[src/ldss_params.svh]
`ifndef LDSS_PARAMS_SVH
`define LDSS_PARAMS_SVH

`define LDSS_CLK_HZ       200000000
`define LDSS_STEP_HZ      1000000
`define LDSS_STEP_DIV     (`LDSS_CLK_HZ / `LDSS_STEP_HZ)
`define LDSS_COORD_W      9
`define LDSS_WORD_W       18
`define LDSS_X_HI         17
`define LDSS_X_LO         9
`define LDSS_Y_HI         8
`define LDSS_Y_LO         0
`define LDSS_STAGES       5
`define LDSS_WC_W         16
`define LDSS_COORD_RST    9'h000
`define LDSS_WC_RST       16'h0000

`endif

[src/ldss_pkg.sv]
`default_nettype none
`include "ldss_params.svh"
package ldss_pkg;
	typedef logic [`LDSS_COORD_W-1:0] ldss_coord_t;
	typedef logic [`LDSS_WORD_W-1:0]  ldss_word_t;
	typedef logic [`LDSS_STAGES-1:0]  ldss_chain_t;
	typedef enum logic {LDSS_SRC_WORD, LDSS_SRC_SUM} ldss_fin_src_t;
	typedef enum logic {LDSS_SRC_POS, LDSS_SRC_ADD} ldss_inc_src_t;
endpackage
`default_nettype wire

[src/ldss_sequencer.sv]
`default_nettype none
`include "ldss_params.svh"
// Notes on behaviour
// - Word-arrival strobe inserts a single one into the first chain stage.
// - Token advances one stage per 1 MHz tick; sequence-done at completion.
// - Each step pulse is stage output gated with the tick, one per period.
// - Chain can hold, jump back from step 3 to step 2, or exit at step 4.
// - Non-character words use common step 2..4; character sequence starts at step 4.
// - Except non-zero-length line words and character data words, processing finishes at step 4.
// - Copies from the input word move only the field the target needs.
// - Twin X and Y sections with 9-bit final, increment registers and adder.
// - Final register loads from its word field or its adder, by gating.
// - Increment register loads from present position or its adder.
// - Adder operand is increment register true or complemented, by gating.
// - Present X and Y positions can step up or down by one.
// - Each section compares its final register with its word field.
// - Step 0 loads the word; upper half X end, lower half Y end.
// - Step 1 checks the word, bumps the word counter, continues line mode.
// - Step 2 clears finals, selects complement operand and position source.
// - Step 3 writes or erases the panel point at present position.
// - Next step loads word halves into finals; zero-length line ends there.
module ldss_sequencer (
	input  wire logic                 clk_sys,
	input  wire logic                 rstn,
	input  wire logic                 word_arrival,
	input  wire ldss_pkg::ldss_word_t word_in,
	input  wire logic                 line_mode,
	input  wire logic                 char_mode,
	input  wire logic                 write_mode,
	input  wire logic                 hold_step,
	input  wire logic                 repeat_step,
	output logic                      busy,
	output logic [`LDSS_STAGES-1:0]   chain_phase_pulse,
	output logic                      seq_done,
	output logic                      word_error,
	output logic [`LDSS_WC_W-1:0]     word_counter,
	output logic                      panel_write,
	output logic                      panel_erase,
	output logic                      char_start,
	output logic                      line_start,
	output ldss_pkg::ldss_word_t      word_reg,
	output ldss_pkg::ldss_coord_t     pos_x,
	output ldss_pkg::ldss_coord_t     pos_y,
	output ldss_pkg::ldss_coord_t     fin_x,
	output ldss_pkg::ldss_coord_t     fin_y,
	output ldss_pkg::ldss_coord_t     inc_x,
	output ldss_pkg::ldss_coord_t     inc_y
);
	import ldss_pkg::*;

	localparam int DIV_W = $clog2(`LDSS_STEP_DIV);
	localparam logic [DIV_W-1:0] DIV_LAST = DIV_W'(`LDSS_STEP_DIV - 1);

	logic [DIV_W-1:0]     div_cnt;
	logic [DIV_W-1:0]     next_div_cnt;
	logic                 tick;
	ldss_chain_t          chain;
	ldss_chain_t          next_chain;
	logic                 pend;
	logic                 next_pend;
	ldss_word_t           next_word_reg;
	logic [`LDSS_WC_W-1:0] next_word_counter;
	logic                 next_word_error;
	logic                 next_seq_done;
	logic                 next_panel_write;
	logic                 next_panel_erase;
	logic                 next_char_start;
	logic                 next_line_start;
	logic                 x_eq;
	logic                 y_eq;
	logic                 zero_len;

	// Step rate divider; one-cycle tick every microsecond
	always_comb begin
		next_div_cnt = (div_cnt == DIV_LAST) ? '0 : div_cnt + 1'b1;
		tick = (div_cnt == DIV_LAST);
	end

	always_ff @(posedge clk_sys) begin
		if (!rstn) begin
			div_cnt <= '0;
		end else begin
			div_cnt <= next_div_cnt;
		end
	end

	// Step pulse per stage, qualified by the tick
	generate
		for (genvar s = 0; s < `LDSS_STAGES; s++) begin : g_pulse
			assign chain_phase_pulse[s] = chain[s] & tick;
		end
	endgenerate

	assign busy = |chain | pend;
	assign zero_len = x_eq & y_eq;

	// Chain control: strobe waits for the next tick so step 0 is a full period
	always_comb begin
		next_pend = pend;
		next_chain = chain;
		if (word_arrival) begin
			next_pend = 1'b1;
		end
		if (tick) begin
			next_chain = '0;
			if (pend || word_arrival) begin
				next_chain[0] = 1'b1;
				next_pend = 1'b0;
			end else if (hold_step && |chain) begin
				next_chain = chain;
			end else if (repeat_step && chain[3]) begin
				next_chain[2] = 1'b1;
			end else if (chain[4]) begin
				// Every exit, a zero-length line too, leaves from stage 4
				next_chain = '0;
			end else begin
				next_chain = ldss_chain_t'({chain[`LDSS_STAGES-2:0], 1'b0});
			end
		end
	end

	always_ff @(posedge clk_sys) begin
		if (!rstn) begin
			chain <= '0;
			pend <= 1'b0;
		end else begin
			chain <= next_chain;
			pend <= next_pend;
		end
	end

	// Step actions
	always_comb begin
		next_word_reg = word_reg;
		next_word_counter = word_counter;
		next_word_error = word_error;
		next_seq_done = 1'b0;
		next_panel_write = 1'b0;
		next_panel_erase = 1'b0;
		next_char_start = 1'b0;
		next_line_start = 1'b0;
		if (chain_phase_pulse[0]) begin
			next_word_reg = word_in;
		end
		if (chain_phase_pulse[1]) begin
			next_word_error = line_mode & char_mode;
			next_word_counter = word_counter + 1'b1;
		end
		if (chain_phase_pulse[3]) begin
			next_panel_write = write_mode;
			next_panel_erase = ~write_mode;
		end
		if (chain_phase_pulse[4] && !hold_step) begin
			if (line_mode && zero_len) begin
				next_seq_done = 1'b1;
			end else if (line_mode) begin
				next_line_start = 1'b1;
			end else if (char_mode) begin
				next_char_start = 1'b1;
			end else begin
				next_seq_done = 1'b1;
			end
		end
	end

	always_ff @(posedge clk_sys) begin
		if (!rstn) begin
			word_reg <= '0;
			word_counter <= `LDSS_WC_RST;
			word_error <= 1'b0;
			seq_done <= 1'b0;
			panel_write <= 1'b0;
			panel_erase <= 1'b0;
			char_start <= 1'b0;
			line_start <= 1'b0;
		end else begin
			word_reg <= next_word_reg;
			word_counter <= next_word_counter;
			word_error <= next_word_error;
			seq_done <= next_seq_done;
			panel_write <= next_panel_write;
			panel_erase <= next_panel_erase;
			char_start <= next_char_start;
			line_start <= next_line_start;
		end
	end

	// Only the needed field of the word reaches each section
	ldss_section u_x (
		.clk_sys        (clk_sys),
		.rstn           (rstn),
		.word_field     (word_reg[`LDSS_X_HI:`LDSS_X_LO]),
		.fin_clear      (chain_phase_pulse[2]),
		.fin_load       (chain_phase_pulse[4]),
		.fin_src        (LDSS_SRC_WORD),
		.inc_load       (chain_phase_pulse[4]),
		.inc_src        (LDSS_SRC_POS),
		.add_complement (1'b1),
		.pos_inc        (1'b0),
		.pos_dec        (1'b0),
		.pos            (pos_x),
		.fin            (fin_x),
		.inc            (inc_x),
		.fin_eq_word    ()
	);

	ldss_section u_y (
		.clk_sys        (clk_sys),
		.rstn           (rstn),
		.word_field     (word_reg[`LDSS_Y_HI:`LDSS_Y_LO]),
		.fin_clear      (chain_phase_pulse[2]),
		.fin_load       (chain_phase_pulse[4]),
		.fin_src        (LDSS_SRC_WORD),
		.inc_load       (chain_phase_pulse[4]),
		.inc_src        (LDSS_SRC_POS),
		.add_complement (1'b1),
		.pos_inc        (1'b0),
		.pos_dec        (1'b0),
		.pos            (pos_y),
		.fin            (fin_y),
		.inc            (inc_y),
		.fin_eq_word    ()
	);

	// Zero-length test compares present position against the word halves
	assign x_eq = (pos_x == word_reg[`LDSS_X_HI:`LDSS_X_LO]);
	assign y_eq = (pos_y == word_reg[`LDSS_Y_HI:`LDSS_Y_LO]);
endmodule
`default_nettype wire

[src/ldss_section.sv]
`default_nettype none
`include "ldss_params.svh"
module ldss_section (
	input  wire logic                   clk_sys,
	input  wire logic                   rstn,
	input  wire ldss_pkg::ldss_coord_t  word_field,
	input  wire logic                   fin_clear,
	input  wire logic                   fin_load,
	input  wire ldss_pkg::ldss_fin_src_t fin_src,
	input  wire logic                   inc_load,
	input  wire ldss_pkg::ldss_inc_src_t inc_src,
	input  wire logic                   add_complement,
	input  wire logic                   pos_inc,
	input  wire logic                   pos_dec,
	output var  ldss_pkg::ldss_coord_t  pos,
	output var  ldss_pkg::ldss_coord_t  fin,
	output var  ldss_pkg::ldss_coord_t  inc,
	output logic                        fin_eq_word
);
	import ldss_pkg::*;

	ldss_coord_t next_pos;
	ldss_coord_t next_fin;
	ldss_coord_t next_inc;
	ldss_coord_t operand;
	ldss_coord_t sum;

	always_comb begin
		operand = add_complement ? ~inc : inc;
		sum = fin + operand;
		fin_eq_word = (fin == word_field);
		next_fin = fin;
		if (fin_clear) begin
			next_fin = `LDSS_COORD_RST;
		end else if (fin_load) begin
			next_fin = (fin_src == LDSS_SRC_WORD) ? word_field : sum;
		end
		next_inc = inc;
		if (inc_load) begin
			next_inc = (inc_src == LDSS_SRC_POS) ? pos : sum;
		end
		next_pos = pos;
		if (pos_inc) begin
			next_pos = pos + 9'h001;
		end else if (pos_dec) begin
			next_pos = pos - 9'h001;
		end
	end

	always_ff @(posedge clk_sys) begin
		if (!rstn) begin
			pos <= `LDSS_COORD_RST;
			fin <= `LDSS_COORD_RST;
			inc <= `LDSS_COORD_RST;
		end else begin
			pos <= next_pos;
			fin <= next_fin;
			inc <= next_inc;
		end
	end
endmodule
`default_nettype wire

[config.mk]
export PLATFORM = sky130hd
export DESIGN_NAME = ldss_sequencer
export DESIGN_NICKNAME = d
export VERILOG_FILES = /design/src/ldss_pkg.sv /design/src/ldss_sequencer.sv /design/src/ldss_section.sv
export VERILOG_INCLUDE_DIRS = /design/src
export SDC_FILE = /design/constraint.sdc
export NUM_CORES = 1
export LEC_CHECK = 0
export ABC_AREA = 0
export BUFFER_PORTS_ARGS = -buffer_cell sky130_fd_sc_hd__buf_2
export CORE_ASPECT_RATIO = 1.5
export CORE_MARGIN = 5
export CORE_UTILIZATION = 52
export CTS_CLUSTER_SIZE = 28
export DETAILED_ROUTE_END_ITERATION = 10
export PLACE_DENSITY = 0.93
export SETUP_SLACK_MARGIN = 0.5
export SYNTH_ARGS = -nofsm -noshare
export SYNTH_HDL_FRONTEND = slang
export SYNTH_SLANG_ARGS = --single-unit
export TNS_END_PERCENT = 10
[constraint.sdc]
create_clock -name clk_sys -period 3.9 [get_ports clk_sys]
set_input_delay 0.78 -clock clk_sys [delete_from_list [all_inputs] [get_ports clk_sys]]
set_output_delay 0.78 -clock clk_sys [all_outputs]
set_load 0.1 [all_outputs]
Word level (Yosys, flattened, before mapping)
Index checks and enable logic that the tools add are counted.
Widths: inputs -> output; s select.
{"block": "classes", "add_sub_neg": 2, "mul": 0, "div_mod_pow": 0, "magnitude_cmp": 0, "n_eq_ne": 2, "n_shift": 0, "muxes": 15, "bitwise_logic": 11, "n_reduce_logical": 16}
{"operator": "$logic_not 9->1", "n": 2}
{"operator": "$add 16x1->16 const B", "n": 1}
{"operator": "$mux 1", "n": 10}
{"operator": "$mux 5", "n": 2}
{"operator": "$add 8x1->8 const B", "n": 1}
{"operator": "$eq 8x8->1 const B", "n": 1}
{"operator": "$and 1x1->1", "n": 7}
{"operator": "$reduce_and 2->1", "n": 3}
{"operator": "$reduce_or 5->1", "n": 1}
{"operator": "$logic_and 1x1->1", "n": 4}
{"operator": "$mux 2", "n": 2}
{"operator": "$mux 4", "n": 1}
{"operator": "$reduce_or 2->1", "n": 2}
{"operator": "$reduce_or 4->1", "n": 1}
{"operator": "$not 1->1", "n": 3}
{"operator": "$reduce_or 3->1", "n": 1}
{"operator": "$ne 2x2->1 const B", "n": 1}
{"operator": "$logic_not 1->1", "n": 1}
{"operator": "$logic_or 1x1->1", "n": 1}
{"operator": "$or 1x1->1", "n": 1}
{"block": "totals", "regBits": 72, "latchBits": 0, "ram_bits": 0, "romBits": 0, "inputBits": 26, "word_cells": 59, "memories": 0}

Depth between registers and ports, before layout
{"block": "depth", "word_depth": 5, "ltp_mapped": 7, "mapped_depth_nobuf": 6}

Cells and area by module
Synthesis repeated with hierarchy kept, for this count alone.
{"block": "unflattened", "hier_cells": 797, "hier_area_um2": 6655.1}
{"mod": "ldss_sequencer", "instances": 1, "cells_per_inst": 287, "area_per_inst_um2": 2508.7, "seq_area_each_um2": 1081.0}
{"mod": "ldss_section at u_y", "instances": 1, "cells_per_inst": 256, "area_per_inst_um2": 2082.0, "seq_area_each_um2": 540.5}
{"mod": "ldss_section at u_x", "instances": 1, "cells_per_inst": 254, "area_per_inst_um2": 2064.5, "seq_area_each_um2": 540.5}

Worst setup path after synthesis
No wires, ideal clock.
{"block": "synth_timing", "path_kind": "register -> output", "start": "register div_cnt[0]", "end": "output port chain_phase_pulse[1]", "arrival_time_ns": 2.238, "path_slack_ns": 0.882, "path_stages_with_launch": 4, "path_buffers": 0, "cell_sequence": "dfxtp_1 > ha_1 > nand4b_1 > nor2_1"}
{"block": "synth_between", "elab_chain_len": 2}
{"element": "from (decl)", "line": "ldss_sequencer.sv:54", "source": "logic [DIV_W-1:0] div_cnt;"}
{"element": "from (signal assigned)", "line": "ldss_sequencer.sv:83", "source": "div_cnt <= next_div_cnt;"}
{"element": "$eq 8x8->1", "line": "ldss_sequencer.sv:76", "source": "tick = (div_cnt == DIV_LAST);"}
{"element": "$and 1x1->1", "line": "ldss_sequencer.sv:90", "source": "assign chain_phase_pulse[s] = chain[s] & tick;"}
{"element": "to (decl)", "line": "ldss_sequencer.sv:33", "source": "output logic [`LDSS_STAGES-1:0] chain_phase_pulse,"}
Every way passes these cells.

Final worst setup path
{"block": "layout_timing", "start": "register div_cnt[0]", "end": "output port chain_phase_pulse[0]"}
Same word-level chain as after synthesis.

==> flow_summary.yaml <==
worst_setup_path:
  worst-path-buf-inv: 4
  crit_top_cell: "buf_4"
  critPathMaxFanout: 20
  worstPathRequired_ns: 3.12
  path_cells: "ha_1 > and3b_1 > nand3_2 > buf_4 > inv_1 > buf_4 > buf_2"
  slowest_delay_ns: 0.47
  cp.depth: 7
  critical_path_arrival_ns: 2.41
  reg2reg_slack_ns: 1.78
  start_kind: "flop"
  crit_family: "buffers and inverters"
  crit_path_end_kind: "output pin"
  critPathCapture: "chain_phase_pulse[0]"
  worst-setup-path-type: "reg -> out"
  setup.worst_path.start: "div_cnt[0]$_SDFF_PP0_"
  r2r-start: "div_cnt[0]$_SDFF_PP0_"
  cp_slowest_cell: "buf_2"
  r2r_end: "seq_done$_SDFF_PN0_"
  reg2regPathDepth: 6
cts:
  cts.repair.resized: 0
  cts_buffers: 9
  tritoncts: "built"
  postCtsSetupBuffers: 0
  root_buffer: "clkbuf_8"
  clock_latency_ns: 0.34
  hold_buffers: 0
  cts_htree_levels: 3
  clock_path_buffers: 2
  clkTransAtPathRegs_ns: 0.07
  clock_sinks: 72
sta:
  finalHoldViolCount: 0
  rsz0062_at_grt: "false"
  tightest_slew_ns: 0.721
  clock_skew_ns: 0.0135
  fmax_mhz: 314
  finalSetupViolCount: 0
  tns_ns: 0
  finalCritPeriodShare_pct: 81.7
  relSlewSlack_pct: 51.9
  slew_violations: 0
  fin_crit_ns: 3.19
cells_and_area:
  diodes: 0
  largest_reg_flops: 18
  final_util_pct: 61.6
  mostFrequentLayoutCell: "buf_2"
  nets: 478
  layout_common_cells: "89 x buf_2, 72 x dfxtp_1, 48 x nand2_1"
  area_delta_synth_final_pct: 16.7
  drive_gt1_share_pct: 24.7
  fin_cells: 527
drt:
  wirelength_microns: 7800
  ant_nets: 0
  num_vias: 2796
  drc: 0
  drt-wirelength-per-cell_microns: 14.8
  dr.pass1.iters: 5
  routed_via_density: 5.31
  drtIter0Drc: 151
floorplanning:
  fp.dieArea_sq_um: 7830
  core.rowCount: 35
  core_sq_um: 6040
  chipHeight_microns: 106
  start_util_pct: 52.8
  die_width_microns: 73.9
  io_pins: 126
power:
  total_power_uw: 1560
  power.density_nw_per_um2: 419
  ir_drop_mv: 0.220
  leakage_uw: 0.00181
placement:
  port_buffers: 89
  gp_congestion: 0.833
  dp_hpwl_microns: 5860
  dp_cells: 513
global_routing:
  overflow: 0
  grt_usage_pct: 19.5
  grt_max_degree: 43
  first_global_vias: 2625
  grt_pass1_wl_microns: 11900
  antenna_found_initial: 0
logic_synthesis:
  avgSynthCellArea_sq_um: 8.76
  ys_seq_elements: 72
  syn-cell-area_sq_um: 3190
  synth_cells: 364
  ys_seq_area_share_pct: 45.2
  yosysWarnings: 0
  yosysUniqueCellTypes: 40
run:
  max_cap_violations: 0
outcome:
  status: "finished clean"
min_path:
  hp-class: "reg -> reg"
## kinds of logic (layout without fill, tap and decap cells)
kind of cell | after synthesis | after routing | share of synthesized area (%)
simple gates | 150 | 150 | 23.9
flops | 72 | 72 | 45.2
buf+inv | 59 | 113 | 12.3
compound gates | 49 | 49 | 8.44
mux | 19 | 19 | 5.97
xor+xnor | 12 | 12 | 3.30
fa+ha+maj | 2 | 2 | 0.785
other cells | 1 | 36 | 0.118
## worst register-to-register path: cells and delay by family, from the launching register on
kind                     cells  cell delay [ns]
flip-flops                   1             0.39
AO/OA/AOI/OAI                1             0.25
AND/OR/NAND/NOR              3             0.85
buffers and inverters        1             0.28
adder cells (fa/ha/maj)      1             0.30
## synth_stat cells, drive strengths merged
cell type  number  area [sq um]
nor4            5          31.3
a31o            1          8.76
and4b           1          10.0
o31ai           3          22.5
dfxtp          72          1440
nor3            2          10.0
nor4b           1          8.76
or4             4          30.0
nand2b          1          6.26
xnor2           5          43.8
ha              2          25.0
nand3          15          90.1
nand4b          2          17.5
or3             8          50.1
and4            3          26.3
conb            1          3.75
xor2            7          61.3
o21ba           1          10.0
inv             7          26.3
and4bb          1          12.5
and3b           1          8.76
nand4bb         1          11.3
nand2          48           180
o2bb2ai         1          8.76
mux2i          19           190
buf            47           348
and3            8          50.1
and2            1          6.26
a21oi          33           165
nor2           38           143
nand3b          2          15.0
nor3b           3          22.5
a211o           1          8.76
nand4           5          31.3
clkbuf          5          18.8
o21ai           9          45.0
## area by class of cell
cell class | instances | area (sq um)
clock buffer | 10 | 138
timing repair buffer | 92 | 468
inverter | 7 | 26.3
clock inverter | 4 | 70.1
multi-input combinational | 268 | 1490
tap | 74 | 92.6
sequential | 72 | 1440
fill | 530 | 2320
## power breakdown
part	internal, uW	switching [uW]
clock network	368	257
registers	738	3.37
logic	14.4	179
## per-layer routing
layer | vias up | part of all wire, % | wire [microns] | track usage (%)
met3 | 20 | 8.1 | 633 | 4.82
met5 | - | 0 | 0 | 0
met1 | 1308 | 37 | 2890 | 20.9
met2 | 127 | 53 | 4110 | 34.6
li1 | 1341 | - | - | -
met4 | 0 | 2.1 | 165 | 9.33
## through the flow
stage | hold WS (ns) | worst slack (ns) | cell area, sq um
after global routing | 0.508 | 0.575 | 3720
after detailed placement | 0.466 | 1.09 | 3510
after CTS | 0.480 | 0.712 | 3720
final | 0.477 | 0.714 | 3720
after floorplan | 0.438 | 0.882 | 3320
after global placement | 0.455 | 1.15 | 3510
## worst min-delay path by stage
| stage | startpoint | end | slack [ns] | depth (start not counted) |
|---|---|---|---|---|
| after global routing | div_cnt[0]$_SDFF_PP0_ | div_cnt[0]$_SDFF_PP0_ | 0.51 | 1 |
| after detailed placement | div_cnt[0]$_SDFF_PP0_ | div_cnt[0]$_SDFF_PP0_ | 0.47 | 1 |
| after CTS | div_cnt[0]$_SDFF_PP0_ | div_cnt[0]$_SDFF_PP0_ | 0.48 | 1 |
| after floorplan | div_cnt[0]$_SDFF_PP0_ | div_cnt[0]$_SDFF_PP0_ | 0.44 | 1 |
| final | div_cnt[0]$_SDFF_PP0_ | div_cnt[0]$_SDFF_PP0_ | 0.48 | 1 |
| after global placement | div_cnt[0]$_SDFF_PP0_ | div_cnt[0]$_SDFF_PP0_ | 0.46 | 1 |
(Power assumes the default switching activity.)
